## src/shared/pipe_pkg.sv

```systemverilog
package pipe_pkg;

    // Widths and depths
    localparam int ADDR_W        = 32;
    localparam int DATA_W        = 32;
    localparam int PARCEL_W      = 16;
    localparam int REG_COUNT     = 16;
    localparam int REG_AW        = 4;
    localparam int QUEUE_DEPTH   = 8;
    localparam int WORDBUF_DEPTH = 2;

    // Prefetch address
    localparam logic [31:0] PC_RESET  = 32'h0000_0000;
    localparam logic [31:0] ADDR_STEP = 32'h0000_0004;

    // First parcel of an instruction
    localparam int LEN_HI = 15;
    localparam int LEN_LO = 14;
    localparam int CLS_HI = 13;
    localparam int CLS_LO = 12;
    localparam int RD_HI  = 11;
    localparam int RD_LO  = 8;
    localparam int RS_HI  = 7;
    localparam int RS_LO  = 4;
    localparam int OP_HI  = 1;
    localparam int OP_LO  = 0;

    // Length code to parcel count
    localparam logic [1:0] LEN_CODE_ONE = 2'h0;
    localparam logic [1:0] LEN_CODE_TWO = 2'h1;
    localparam logic [1:0] LEN_ONE      = 2'h1;
    localparam logic [1:0] LEN_TWO      = 2'h2;
    localparam logic [1:0] LEN_THREE    = 2'h3;

    // Bus clock ratio strap and divisors
    localparam logic [1:0] RATIO_HALF   = 2'h0;
    localparam logic [1:0] RATIO_THIRD  = 2'h1;
    localparam logic [2:0] DIV_HALF     = 3'h2;
    localparam logic [2:0] DIV_THIRD    = 3'h3;
    localparam logic [2:0] DIV_QUARTER  = 3'h4;
    localparam logic [1:0] RATIO_SETTLE = 2'h2;

    // Processor clock
    localparam int CLK_PERIOD_NS = 25;

    typedef enum logic [1:0] {
        CLS_REG   = 2'h0,
        CLS_STORE = 2'h1,
        CLS_LOAD  = 2'h2,
        CLS_RMW   = 2'h3
    } instr_class_t;

    typedef enum logic [1:0] {
        ALU_ADD = 2'h0,
        ALU_SUB = 2'h1,
        ALU_AND = 2'h2,
        ALU_OR  = 2'h3
    } alu_op_t;

    // Gray along ONE -> WAIT -> TWO
    typedef enum logic [1:0] {
        PASS_ONE  = 2'h0,
        PASS_WAIT = 2'h1,
        PASS_TWO  = 2'h3
    } pass_t;

    typedef struct packed {
        logic [1:0]               len;
        logic [2:0][PARCEL_W-1:0] words;
    } instr_t;

endpackage : pipe_pkg

```

## src/shared/stream_if.sv

```systemverilog
`timescale 1ns/10ps
`default_nettype none

interface stream_if #(parameter int W = 8) ();
    logic         valid;
    logic         ready;
    logic [W-1:0] data;

    modport src (output valid, output data, input ready);
    modport snk (input valid, input data, output ready);
endinterface : stream_if

`default_nettype wire

```

## src/decoupled_fetch_execute_pipeline.sv

```systemverilog
`timescale 1ns/10ps
`default_nettype none

module decoupled_fetch_execute_pipeline
    import pipe_pkg::*;
(
    // Clock and reset
    input  wire logic                clk,
    input  wire logic                sys_rst,
    input  wire logic                clkEn,
    // Bus clock ratio strap and bus clock enable
    input  wire logic [1:0]          busRatioSel,
    output logic                     busClkEn,
    // Instruction fetch port of the local bus
    output logic                     fetchReq,
    output logic      [ADDR_W-1:0]   fetchAddr,
    input  wire logic                fetchRdValid,
    input  wire logic [DATA_W-1:0]   fetchRdData,
    // Operand port of the local bus
    output logic                     opReq,
    output logic                     opWe,
    output logic      [ADDR_W-1:0]   opAddr,
    output logic      [DATA_W-1:0]   opWrData,
    input  wire logic                opRdValid,
    input  wire logic [DATA_W-1:0]   opRdData,
    // Retirement
    output logic                     retireValid,
    output logic      [DATA_W-1:0]   retireResult,
    output logic                     retireTwoPass
);
    localparam int IW  = $bits(instr_t);
    localparam int WLW = $clog2(WORDBUF_DEPTH + 1);

    typedef struct packed {
        logic [1:0]        ratioMeta;
        logic [1:0]        ratioSync;
        logic [1:0]        ratioAge;
        logic              ratioCaught;
        logic [2:0]        ratioDiv;
        logic [2:0]        busDiv;
        logic              busClkEn;
        logic [ADDR_W-1:0] pfAddr;
        logic              aVld;
        logic [ADDR_W-1:0] aAddr;
        logic              bVld;
        logic              parcelLo;
        logic [1:0]        asmCnt;
        instr_t            asm;
        logic              dVld;
        pass_t             dPass;
        instr_t            dInstr;
        logic [DATA_W-1:0] dOperand;
        logic              xVld;
        instr_class_t      xCls;
        alu_op_t           xOp;
        logic [REG_AW-1:0] xRd;
        logic              xHasExt;
        logic              xPass2;
        logic [DATA_W-1:0] xA;
        logic [DATA_W-1:0] xB;
        logic [DATA_W-1:0] xExt;
        logic [ADDR_W-1:0] memAddr;
        logic              opReq;
        logic              opWe;
        logic [ADDR_W-1:0] opAddr;
        logic [DATA_W-1:0] opWrData;
        logic              rtVld;
        logic [DATA_W-1:0] rtRes;
        logic              rtTwo;
    } pipe_state_t;

    pipe_state_t q_reg;
    pipe_state_t q_next;

    stream_if #(.W(DATA_W)) wordIn ();
    stream_if #(.W(DATA_W)) wordOut ();
    stream_if #(.W(IW))     queueIn ();
    stream_if #(.W(IW))     queueOut ();

    logic [WLW-1:0]      wordLevel;
    logic [REG_AW-1:0]   rdIdx;
    logic [REG_AW-1:0]   rsIdx;
    logic [DATA_W-1:0]   rfA;
    logic [DATA_W-1:0]   rfB;
    logic                wrEn;
    logic [DATA_W-1:0]   wrData;
    logic                bDone;
    logic                aMove;
    logic                issue;
    logic [2:0]          wordsOwed;
    logic [PARCEL_W-1:0] parcel;
    logic                asmFull;
    logic                asmLeave;
    logic                take;
    logic                bypass;
    logic                dFree;
    logic                dToX;
    instr_class_t        dCls;
    logic                memRead;
    logic [DATA_W-1:0]   rdVal;
    logic [DATA_W-1:0]   rsVal;
    logic [DATA_W-1:0]   ext;
    logic [DATA_W-1:0]   bEff;
    logic [DATA_W-1:0]   res;
    logic [ADDR_W-1:0]   memA;

    function automatic logic [1:0] lenOf(input logic [PARCEL_W-1:0] p);
        case (p[LEN_HI:LEN_LO])
            LEN_CODE_ONE: lenOf = LEN_ONE;
            LEN_CODE_TWO: lenOf = LEN_TWO;
            default:      lenOf = LEN_THREE;
        endcase
    endfunction : lenOf

    function automatic logic [DATA_W-1:0] aluCalc(input alu_op_t op,
                                                  input logic [DATA_W-1:0] a,
                                                  input logic [DATA_W-1:0] b);
        case (op)
            ALU_ADD: aluCalc = a + b;
            ALU_SUB: aluCalc = a - b;
            ALU_AND: aluCalc = a & b;
            ALU_OR:  aluCalc = a | b;
            default: aluCalc = a;
        endcase
    endfunction : aluCalc

    // Prefetched words wait here so a decode stall loses no bus answer
    stream_fifo #(.W(DATA_W), .DEPTH(WORDBUF_DEPTH)) wordBuf (
        .clk     (clk),
        .sys_rst (sys_rst),
        .clkEn   (clkEn),
        .inPort  (wordIn),
        .outPort (wordOut),
        .level   (wordLevel)
    );

    stream_fifo #(.W(IW), .DEPTH(QUEUE_DEPTH)) instrQueue (
        .clk     (clk),
        .sys_rst (sys_rst),
        .clkEn   (clkEn),
        .inPort  (queueIn),
        .outPort (queueOut),
        .level   ()
    );

    dual_read_regfile regFile (
        .clk     (clk),
        .sys_rst (sys_rst),
        .clkEn   (clkEn),
        .rdAddrA (rdIdx),
        .rdAddrB (rsIdx),
        .rdDataA (rfA),
        .rdDataB (rfB),
        .wrEn    (wrEn),
        .wrAddr  (q_reg.xRd),
        .wrData  (wrData)
    );

    assign busClkEn      = q_reg.busClkEn;
    assign fetchReq      = q_reg.aVld;
    assign fetchAddr     = q_reg.aAddr;
    assign opReq         = q_reg.opReq;
    assign opWe          = q_reg.opWe;
    assign opAddr        = q_reg.opAddr;
    assign opWrData      = q_reg.opWrData;
    assign retireValid   = q_reg.rtVld;
    assign retireResult  = q_reg.rtRes;
    assign retireTwoPass = q_reg.rtTwo;

    assign wordIn.valid  = bDone;
    assign wordIn.data   = fetchRdData;
    assign rdIdx         = q_reg.dInstr.words[2][RD_HI:RD_LO];
    assign rsIdx         = q_reg.dInstr.words[2][RS_HI:RS_LO];

    always_comb
    begin
        q_next = q_reg;

        // Strap passes two flops and is caught once it has settled
        q_next.ratioMeta = busRatioSel;
        q_next.ratioSync = q_reg.ratioMeta;
        if (!q_reg.ratioCaught)
        begin
            q_next.ratioAge = q_reg.ratioAge + 2'h1;
            if (q_reg.ratioAge == RATIO_SETTLE)
            begin
                q_next.ratioCaught = 1'b1;
                case (q_reg.ratioSync)
                    RATIO_HALF:  q_next.ratioDiv = DIV_HALF;
                    RATIO_THIRD: q_next.ratioDiv = DIV_THIRD;
                    default:     q_next.ratioDiv = DIV_QUARTER;
                endcase
            end
        end
        q_next.busClkEn = 1'b0;
        if (q_reg.ratioCaught)
        begin
            if (q_reg.busDiv >= q_reg.ratioDiv - 3'h1)
            begin
                q_next.busDiv   = 3'h0;
                q_next.busClkEn = 1'b1;
            end
            else
                q_next.busDiv = q_reg.busDiv + 3'h1;
        end

        // Fetch: address, launch, completion; one access in flight per stage
        bDone = q_reg.bVld && fetchRdValid;
        aMove = q_reg.aVld && (!q_reg.bVld || bDone);
        // Words owed to the buffer once this cycle ends, before any new launch
        wordsOwed = 3'(wordLevel) + 3'(q_reg.aVld) + 3'(q_reg.bVld)
                  - 3'(wordOut.valid && wordOut.ready);
        issue = (!q_reg.aVld || aMove) && wordIn.ready
              && (wordsOwed < 3'(WORDBUF_DEPTH));
        q_next.pfAddr = issue ? q_reg.pfAddr + ADDR_STEP : q_reg.pfAddr;
        if (issue)
        begin
            q_next.aVld  = 1'b1;
            q_next.aAddr = q_reg.pfAddr;
        end
        else if (aMove)
            q_next.aVld = 1'b0;
        if (aMove)
            q_next.bVld = 1'b1;
        else if (bDone)
            q_next.bVld = 1'b0;

        // Execution first stage: decode, register read, operand capture
        dCls    = instr_class_t'(q_reg.dInstr.words[2][CLS_HI:CLS_LO]);
        memRead = (dCls == CLS_LOAD) || (dCls == CLS_RMW);
        wrEn    = q_reg.xVld && ((q_reg.xCls == CLS_REG)
                  || (q_reg.xCls == CLS_LOAD && q_reg.xPass2));
        bEff    = (q_reg.xCls == CLS_REG && q_reg.xHasExt) ? q_reg.xExt
                                                            : q_reg.xB;
        res     = aluCalc(q_reg.xOp, q_reg.xA, bEff);
        memA    = q_reg.xB + q_reg.xExt;
        wrData  = (q_reg.xCls == CLS_LOAD) ? q_reg.xB : res;
        // Forward the result leaving the second stage this cycle
        rdVal   = (wrEn && q_reg.xRd == rdIdx) ? wrData : rfA;
        rsVal   = (wrEn && q_reg.xRd == rsIdx) ? wrData : rfB;
        if (q_reg.dInstr.len == LEN_THREE)
            ext = {q_reg.dInstr.words[1], q_reg.dInstr.words[0]};
        else
            ext = {{PARCEL_W{q_reg.dInstr.words[1][PARCEL_W-1]}},
                   q_reg.dInstr.words[1]};
        dToX  = 1'b0;
        dFree = !q_reg.dVld;
        if (q_reg.dVld)
        begin
            case (q_reg.dPass)
                PASS_ONE:
                begin
                    dToX = 1'b1;
                    if (memRead)
                        q_next.dPass = PASS_WAIT;
                    else
                        dFree = 1'b1;
                end
                PASS_WAIT:
                begin
                    if (opRdValid)
                    begin
                        q_next.dOperand = opRdData;
                        q_next.dPass    = PASS_TWO;
                    end
                end
                PASS_TWO:
                begin
                    dToX         = 1'b1;
                    dFree        = 1'b1;
                    q_next.dPass = PASS_ONE;
                end
                default: q_next.dPass = PASS_ONE;
            endcase
        end
        q_next.xVld = dToX;
        if (dToX)
        begin
            q_next.xCls    = dCls;
            q_next.xOp     = alu_op_t'(q_reg.dInstr.words[2][OP_HI:OP_LO]);
            q_next.xRd     = rdIdx;
            q_next.xHasExt = (q_reg.dInstr.len != LEN_ONE);
            q_next.xPass2  = (q_reg.dPass == PASS_TWO);
            q_next.xA      = rdVal;
            q_next.xB      = (q_reg.dPass == PASS_TWO) ? q_reg.dOperand
                                                      : rsVal;
            q_next.xExt    = ext;
        end

        // Early decode: one parcel a cycle, high half of each word first
        parcel   = q_reg.parcelLo ? wordOut.data[PARCEL_W-1:0]
                                  : wordOut.data[DATA_W-1:PARCEL_W];
        asmFull  = (q_reg.asmCnt != 2'h0) && (q_reg.asmCnt == q_reg.asm.len);
        bypass   = asmFull && dFree && !queueOut.valid;
        asmLeave = asmFull && (bypass || queueIn.ready);
        take     = wordOut.valid && (!asmFull || asmLeave);
        wordOut.ready = take && q_reg.parcelLo;
        queueIn.valid = asmFull && !bypass;
        queueIn.data  = q_reg.asm;
        if (asmLeave)
            q_next.asmCnt = 2'h0;
        if (take)
        begin
            q_next.parcelLo = !q_reg.parcelLo;
            if (q_reg.asmCnt == 2'h0 || asmLeave)
            begin
                q_next.asm.len      = lenOf(parcel);
                q_next.asm.words[2] = parcel;
                q_next.asmCnt       = 2'h1;
            end
            else
            begin
                q_next.asm.words[2'h2 - q_reg.asmCnt] = parcel;
                q_next.asmCnt = q_reg.asmCnt + 2'h1;
            end
        end

        // Execution never waits on an empty queue while an instruction is assembled; order is kept by the bypass
        queueOut.ready = dFree;
        if (dFree)
        begin
            if (queueOut.valid)
            begin
                q_next.dVld   = 1'b1;
                q_next.dInstr = queueOut.data;
            end
            else if (bypass)
            begin
                q_next.dVld   = 1'b1;
                q_next.dInstr = q_reg.asm;
            end
            else
                q_next.dVld = 1'b0;
        end

        // Execution second stage: operand address or the operation itself
        q_next.opReq = 1'b0;
        q_next.opWe  = 1'b0;
        q_next.rtVld = 1'b0;
        q_next.rtTwo = q_reg.xPass2;
        if (q_reg.xVld)
        begin
            case (q_reg.xCls)
                CLS_STORE:
                begin
                    q_next.opReq    = 1'b1;
                    q_next.opWe     = 1'b1;
                    q_next.opAddr   = memA;
                    q_next.opWrData = q_reg.xA;
                    q_next.rtVld    = 1'b1;
                    q_next.rtRes    = q_reg.xA;
                end
                CLS_LOAD,
                CLS_RMW:
                begin
                    if (!q_reg.xPass2)
                    begin
                        q_next.opReq   = 1'b1;
                        q_next.opAddr  = memA;
                        q_next.memAddr = memA;
                    end
                    else
                    begin
                        q_next.rtVld = 1'b1;
                        q_next.rtRes = wrData;
                        if (q_reg.xCls == CLS_RMW)
                        begin
                            q_next.opReq    = 1'b1;
                            q_next.opWe     = 1'b1;
                            q_next.opAddr   = q_reg.memAddr;
                            q_next.opWrData = res;
                        end
                    end
                end
                default:
                begin
                    q_next.rtVld = 1'b1;
                    q_next.rtRes = res;
                end
            endcase
        end
    end

    // Clock is the doubled core clock shared with cache and SRAM
    always_ff @(posedge clk or posedge sys_rst)
    begin
        if (sys_rst)
        begin
            q_reg        <= '0;
            q_reg.pfAddr <= PC_RESET;
        end
        else if (clkEn)
            q_reg <= q_next;
    end

endmodule : decoupled_fetch_execute_pipeline

`default_nettype wire

```

## src/stream_fifo.sv

```systemverilog
`timescale 1ns/10ps
`default_nettype none

module stream_fifo #(
    parameter int W     = 8,
    parameter int DEPTH = 2,
    parameter int LW    = $clog2(DEPTH + 1)
) (
    // Clock and reset
    input  wire logic          clk,
    input  wire logic          sys_rst,
    input  wire logic          clkEn,
    // Streams
    stream_if.snk              inPort,
    stream_if.src              outPort,
    // Occupancy
    output logic [LW-1:0]      level
);
    // Shift style: head is always slot 0, so the output comes from a flop
    typedef struct packed {
        logic [DEPTH-1:0][W-1:0] data;
        logic [DEPTH-1:0]        vld;
    } fifo_state_t;

    fifo_state_t q_reg;
    fifo_state_t q_next;
    logic        pop;
    logic        placed;

    assign outPort.valid = q_reg.vld[0];
    assign outPort.data  = q_reg.data[0];
    // Ready from a flop: a full buffer refuses even when popping
    assign inPort.ready  = !q_reg.vld[DEPTH-1];

    always_comb
    begin
        q_next = q_reg;
        placed = 1'b0;
        level  = '0;
        pop    = q_reg.vld[0] && outPort.ready;
        if (pop)
        begin
            for (int i = 0; i < DEPTH - 1; i++)
            begin
                q_next.data[i] = q_reg.data[i+1];
                q_next.vld[i]  = q_reg.vld[i+1];
            end
            q_next.vld[DEPTH-1] = 1'b0;
        end
        if (inPort.valid && !q_reg.vld[DEPTH-1])
        begin
            for (int i = 0; i < DEPTH; i++)
            begin
                if (!placed && !q_next.vld[i])
                begin
                    q_next.data[i] = inPort.data;
                    q_next.vld[i]  = 1'b1;
                    placed         = 1'b1;
                end
            end
        end
        for (int i = 0; i < DEPTH; i++)
        begin
            level = level + LW'(q_reg.vld[i]);
        end
    end

    always_ff @(posedge clk or posedge sys_rst)
    begin
        if (sys_rst)
            q_reg <= '0;
        else if (clkEn)
            q_reg <= q_next;
    end

endmodule : stream_fifo

`default_nettype wire

```

## src/dual_read_regfile.sv

```systemverilog
`timescale 1ns/10ps
`default_nettype none

module dual_read_regfile
    import pipe_pkg::*;
(
    // Clock and reset
    input  wire logic              clk,
    input  wire logic              sys_rst,
    input  wire logic              clkEn,
    // Read ports
    input  wire logic [REG_AW-1:0] rdAddrA,
    input  wire logic [REG_AW-1:0] rdAddrB,
    output logic      [DATA_W-1:0] rdDataA,
    output logic      [DATA_W-1:0] rdDataB,
    // Write port
    input  wire logic              wrEn,
    input  wire logic [REG_AW-1:0] wrAddr,
    input  wire logic [DATA_W-1:0] wrData
);
    typedef struct packed {
        logic [REG_COUNT-1:0][DATA_W-1:0] regs;
    } rf_state_t;

    rf_state_t q_reg;
    rf_state_t q_next;

    assign rdDataA = q_reg.regs[rdAddrA];
    assign rdDataB = q_reg.regs[rdAddrB];

    always_comb
    begin
        q_next = q_reg;
        if (wrEn)
            q_next.regs[wrAddr] = wrData;
    end

    always_ff @(posedge clk or posedge sys_rst)
    begin
        if (sys_rst)
            q_reg <= '0;
        else if (clkEn)
            q_reg <= q_next;
    end

endmodule : dual_read_regfile

`default_nettype wire

```

## config.mk

```make
export PLATFORM = sky130hd
export DESIGN_NAME = decoupled_fetch_execute_pipeline
export DESIGN_NICKNAME = d
export VERILOG_FILES = /design/src/shared/pipe_pkg.sv /design/src/shared/stream_if.sv /design/src/decoupled_fetch_execute_pipeline.sv /design/src/stream_fifo.sv /design/src/dual_read_regfile.sv
export SDC_FILE = /design/constraint.sdc
export NUM_CORES = 2
export LEC_CHECK = 0
export BUFFER_PORTS_ARGS = -buffer_cell sky130_fd_sc_hd__buf_2
export CORE_MARGIN = 10
export CORE_UTILIZATION = 25
export DETAILED_ROUTE_END_ITERATION = 12
export SKIP_CTS_REPAIR_TIMING = 1
export SYNTH_ARGS = -nofsm -noshare
export SYNTH_HDL_FRONTEND = slang
export SYNTH_HIERARCHICAL = 1
export SYNTH_SLANG_ARGS = --single-unit
```

## constraint.sdc

```tcl
create_clock -name clk -period 15.7 [get_ports clk]
set_input_delay 0 -clock clk [delete_from_list [all_inputs] [get_ports clk]]
set_output_delay 0 -clock clk [all_outputs]
set_load 0.03 [all_outputs]
```

# After elaboration in Yosys (flattened, before gate mapping)
# Cells that the tools add are included.
[word_totals] latchBits=0 elab_cells=307 register_bits=1441 out_inout_bits=134 mem_count=0 in_bits=71 ramBits=0 mem_bits_ro=0
[classes] n_mux=91 shifts=0 n_lt_le_gt_ge=8 n_reduce_logical=98 n_addsub=13 div_mod_pow=0 eq_ne=23 n_mul=0 bitwise=5
[op_table] op="358-bit 2-to-1 mux" count=2
[op_table] op="512-bit bitwise mux" count=1
[op_table] op="50-bit 2-to-1 mux" count=9
[op_table] op="32-bit 2-to-1 mux" count=11
[op_table] op="32-bit binary-select mux with 4-bit select" count=2
[op_table] op="66-bit one-hot mux with 2 select lines" count=1
[op_table] op="32-bit demux with 4-bit select" count=1
[op_table] op="32-bit one-hot mux with 4 select lines" count=1
[op_table] op="99-bit 2-to-1 mux" count=1
[op_table] op="34-bit 2-to-1 mux" count=2
[op_table] op="66-bit 2-to-1 mux" count=1
[op_table] op="33-bit one-hot mux with 2 select lines" count=1
[op_table] op="65-bit 2-to-1 mux" count=1
[op_table] op="32-bit adder" count=2
[op_table] op="52-bit 2-to-1 mux" count=1
[op_table] op="48-bit bitwise mux" count=1
[op_table] op="16-bit 2-to-1 mux" count=3
[op_table] op="1-bit 2-to-1 mux" count=38
[op_table] op="32-bit by 3-bit adder with 32-bit output (second input constant)" count=1
[op_table] op="32-bit bitwise AND" count=1
[op_table] op="16-bit demux with 2-bit select" count=1
[op_table] op="32-bit OR" count=1
[op_table] op="32-bit subtractor" count=1
[op_table] op="31-bit 2-to-1 mux" count=1
[op_table] op="other kinds (38)" count=153

# Logic depth before layout (Yosys ltp)
[logic_depth] depth_word=39 depth_mapped=26 depth_no_buf=24

# Cells and area by module
# The synthesis kept the hierarchy.
[by_module_without_submodules] module="dual_read_regfile" cells_per_inst=1677 seq_area_each_um2=12812.3 area_each_um2=26743.1 n_inst=1
[by_module_without_submodules] module="decoupled_fetch_execute_pipeline" cells_per_inst=2897 seq_area_each_um2=11235.8 area_each_um2=26683.1 n_inst=1
[by_module_without_submodules] module="stream_fifo (instrQueue)" cells_per_inst=1768 seq_area_each_um2=10209.8 area_each_um2=18116.1 n_inst=1
[by_module_without_submodules] module="stream_fifo (wordBuf)" cells_per_inst=226 seq_area_each_um2=1651.6 area_each_um2=3158.0 n_inst=1

# Worst setup path after synthesis
# OpenSTA, ideal clock, no wires.
[synth_timing] kind="register to register" from="reg, netlist name q_reg[236]" to="reg regFile/q_reg[125] (netlist name)" t_required_ns=15.575 stages_incl_launch_ff=26 setup_slack_ns=10.482 n_path_buf=4 arrival_ns=5.093 setup_time_ns=0.125 synth_period_minus_slack_ns=5.218 path_cell_list="dfrtp_1 > buf_6 > nor3b_2 > buf_4 > buf_6 > mux2i_1 > ha_1 > nand4_1 > nor4_2 > o211a_1 > and3b_1 > a21oi_1 > xnor2_1 > ha_1 > a21oi_1 > o21a_1 > o211ai_1 > a21oi_1 > a211oi_1 > a211oi_1 > xor2_1 > o21ai_0 > mux2i_1 > inv_1 > clkbuf_1 > mux2_2"
[synth_rtl] item="end signal, assigned" line_no="dual_read_regfile.sv:43" rtl="q_reg <= q_next;"
[synth_rtl] item="end, declared" line_no="dual_read_regfile.sv:25" rtl="rf_state_t q_reg;"

==> flow_metrics.py <==
metrics = {
    "run_status": {
        "status": "finished, violations left",
        "violations": "hold timing",
    },
    "final_layout": {
        "fin_util_pct": 28.4,
        "final_common_cell": "dfrtp_1",
        "fillerInstances": 29630,
        "mostFrequentLayoutCells": "1,393 x dfrtp_1, 725 x nand2_1, 589 x mux2_2, 377 x nor2_1, 279 x o21ai_0",
        "nNetsFinal": 6431,
        "multi_input_area_um2": 34400,
        "final-seq-area_um2": 35000,
        "final_area_um2": 82600,
        "drive_above_1_share_pct": 25.5,
        "largest_reg_flops": 512,
        "syn_to_final_growth_pct": 13.0,
        "final_cells": 10301,
    },
    "route": {
        "drt-initial-drc-count": 5295,
        "postRouteAntennaNets": 0,
        "via_per_inst": 5.15,
        "drcViolationCount": 0,
        "via_count": 53049,
        "drt-total-wl_um": 237000,
        "firstDrtPassIters": 8,
        "wl_per_cell_um": 23.0,
    },
    "die": {
        "die_w_um": 561,
        "die_y_um": 561,
        "ios": 205,
        "core_area_um2": 291000,
        "row_count": 198,
        "fp.dieArea_um2": 314000,
        "initial_core_util_pct": 25.1,
    },
    "timing": {
        "setup_viol": 0,
        "hold_viol_final": 1,
        "holdWs_ns": -0.00132,
        "fmax_ghz": 0.139,
        "slew_viol_final": 0,
        "tns_ns": 0,
        "skew_ns": 0.0452,
        "tightest_slew_ns": 1.25,
        "slew_headroom_pct": 16.5,
        "rsz0062_at_grt": "no",
        "min_period_ns": 7.21,
        "period_share_pct": 45.9,
    },
    "global_route": {
        "antenna_found_initial": 32,
        "grt_max_degree": 156,
        "grt_usage_pct": 14.4,
        "grt_pass1_wl_um": 355000,
        "first_global_vias": 53893,
        "gr-total-overflow": 0,
    },
    "placed_design": {
        "io_buffers": 202,
        "placedCellCount": 9934,
        "place.gp.congestion": 0.885,
        "place_hpwl_um": 151000,
        "dpl_cell_area_um2": 76600,
    },
    "setup_path": {
        "setup.worst_path.start_class": "flip-flop",
        "cpPeakStageDelay_ns": 0.65,
        "path_delay_family": "multiplexers",
        "rrSetupSlack_ns": 8.49,
        "rr_endpoint": "regFile/q_reg[506]$_DFFE_PP0P_",
        "crit_end": "regFile/q_reg[506]$_DFFE_PP0P_",
        "criticalPathCategory": "flip-flop to flip-flop",
        "worst-path-buf-inv": 3,
        "cp.required_ns": 16.38,
        "cp.depth": 22,
        "startpoint": "q_reg[236]$_DFFE_PP0P_",
        "rr_worst_depth": 22,
        "arrival_ns": 7.89,
        "crit_fanout": 54,
        "slowest_stage": "a211oi_1",
        "cp-end-kind": "flip-flop",
        "rr_startpoint": "q_reg[236]$_DFFE_PP0P_",
        "cp_cell_sequence": "buf_4, nor3b_4, buf_4, mux2i_1, ha_1, nand4_1, nor4_2, o211a_1, a21oi_1, xnor2_1, ha_1, nand3_1, nor2_1, a221oi_1, nor3b_1, a211oi_1, a31oi_1, xnor2_1, o21ai_0, mux2i_1, inv_1, mux2_2",
    },
    "power_and_ir_drop": {
        "sw_frac_of_total_pct": 23.2,
        "p_leak_nw": 37.1,
        "clkPwrFrac_pct": 48.4,
        "seq_power_share_pct": 48.5,
        "vdd_drop_max_mv": 0.103,
        "power.density_nw_per_um2": 91.4,
        "combPwrFrac_pct": 3.1,
        "p_switching_mw": 1.75,
        "p_int_mw": 5.80,
    },
    "cts": {
        "htreeDepth": 4,
        "cts_max_path_buffers": 3,
        "numClockSinks": 1399,
        "cts.clk_slew.worst_paths_ns": 0.06,
        "cts_tree": "done",
        "clock_latency_ns": 0.81,
        "ctsRootBufferMaster": "clkbuf_16",
        "numCtsBuffers": 151,
    },
    "hold_path": {
        "hold_class": "input port to flip-flop",
    },
    "yosys": {
        "syn_area_um2": 73100,
        "syn_inst": 6419,
        "synth_warnings": 6,
        "postSynthAreaPerCell_um2": 11.4,
    },
    "run": {
        "drv_cap": 0,
    },
}
[worst reg2reg max path: cells and delay by family, from the launching register on]
family | cells | cell delay [ns]
adders and majority gates | 2 | 0.70
buffers and inverters | 3 | 1.23
AOI/OAI and AO/OA | 6 | 1.50
and+or+nand+nor | 6 | 1.41
muxes | 3 | 1.54
xor gates and xnor gates | 2 | 0.31
DFF | 1 | 0.38
[per-stage QoR]
stage / power, mW / setup slack, ns
floorplan: 3.89 / 1.40
global placement: 3.94 / 8.59
detailed placement: 3.95 / 8.54
CTS: 7.60 / 8.53
global route: 7.79 / 8.02
finish: 7.55 / 8.49
[worst min-delay path by stage]
stage                               start  cells after the start  slack [ns]                                 to
after CTS                  busRatioSel[0]                      2       -0.63            q_next[453]$_DFFE_PP0P_
after detailed placement     opRdData[26]                      2        0.24             q_reg[265]$_DFFE_PP0P_
after global placement       opRdData[15]                      2        0.23             q_reg[254]$_DFFE_PP0P_
after floorplan                     clkEn                      2        0.11  wordBuf/outPort.valid$_DFFE_PP0P_
final                     fetchRdData[25]                      3      -0.001      wordBuf/q_reg[59]$_DFFE_PP0P_
after global routing         opRdData[21]                      3      -0.004             q_reg[260]$_DFFE_PP0P_
[power by group through the flow]
stage / Clock [mW] / Sequential, mW / Combinational, mW
after CTS: 3.72 / 3.66 / 0.221
after detailed placement: 0 / 3.73 / 0.220
final: 3.65 / 3.66 / 0.233
after floorplan: 0 / 3.72 / 0.166
after global routing: 3.86 / 3.66 / 0.265
after global placement: 0 / 3.73 / 0.213
[routing by layer]
layer	GRT usage [%]	part of all wire (%)
met4	6.43	4.6
met2	23.1	46
met5	0	0.011
met3	3.09	7.2
met1	18.7	42
[area by class of cell]
| type | count | share of cell area (%) |
|---|---|---|
| antenna | 6 | 0.0182 |
| clock buffer | 224 | 5.40 |
| clock inverter | 48 | 0.773 |
| inverter | 76 | 0.373 |
| multi-input combinational | 4229 | 41.6 |
| sequential | 1399 | 42.4 |
| tap | 3900 | 5.91 |
| timing repair buffer | 419 | 3.48 |
Note: power is estimated with default switching activity, not from simulation.
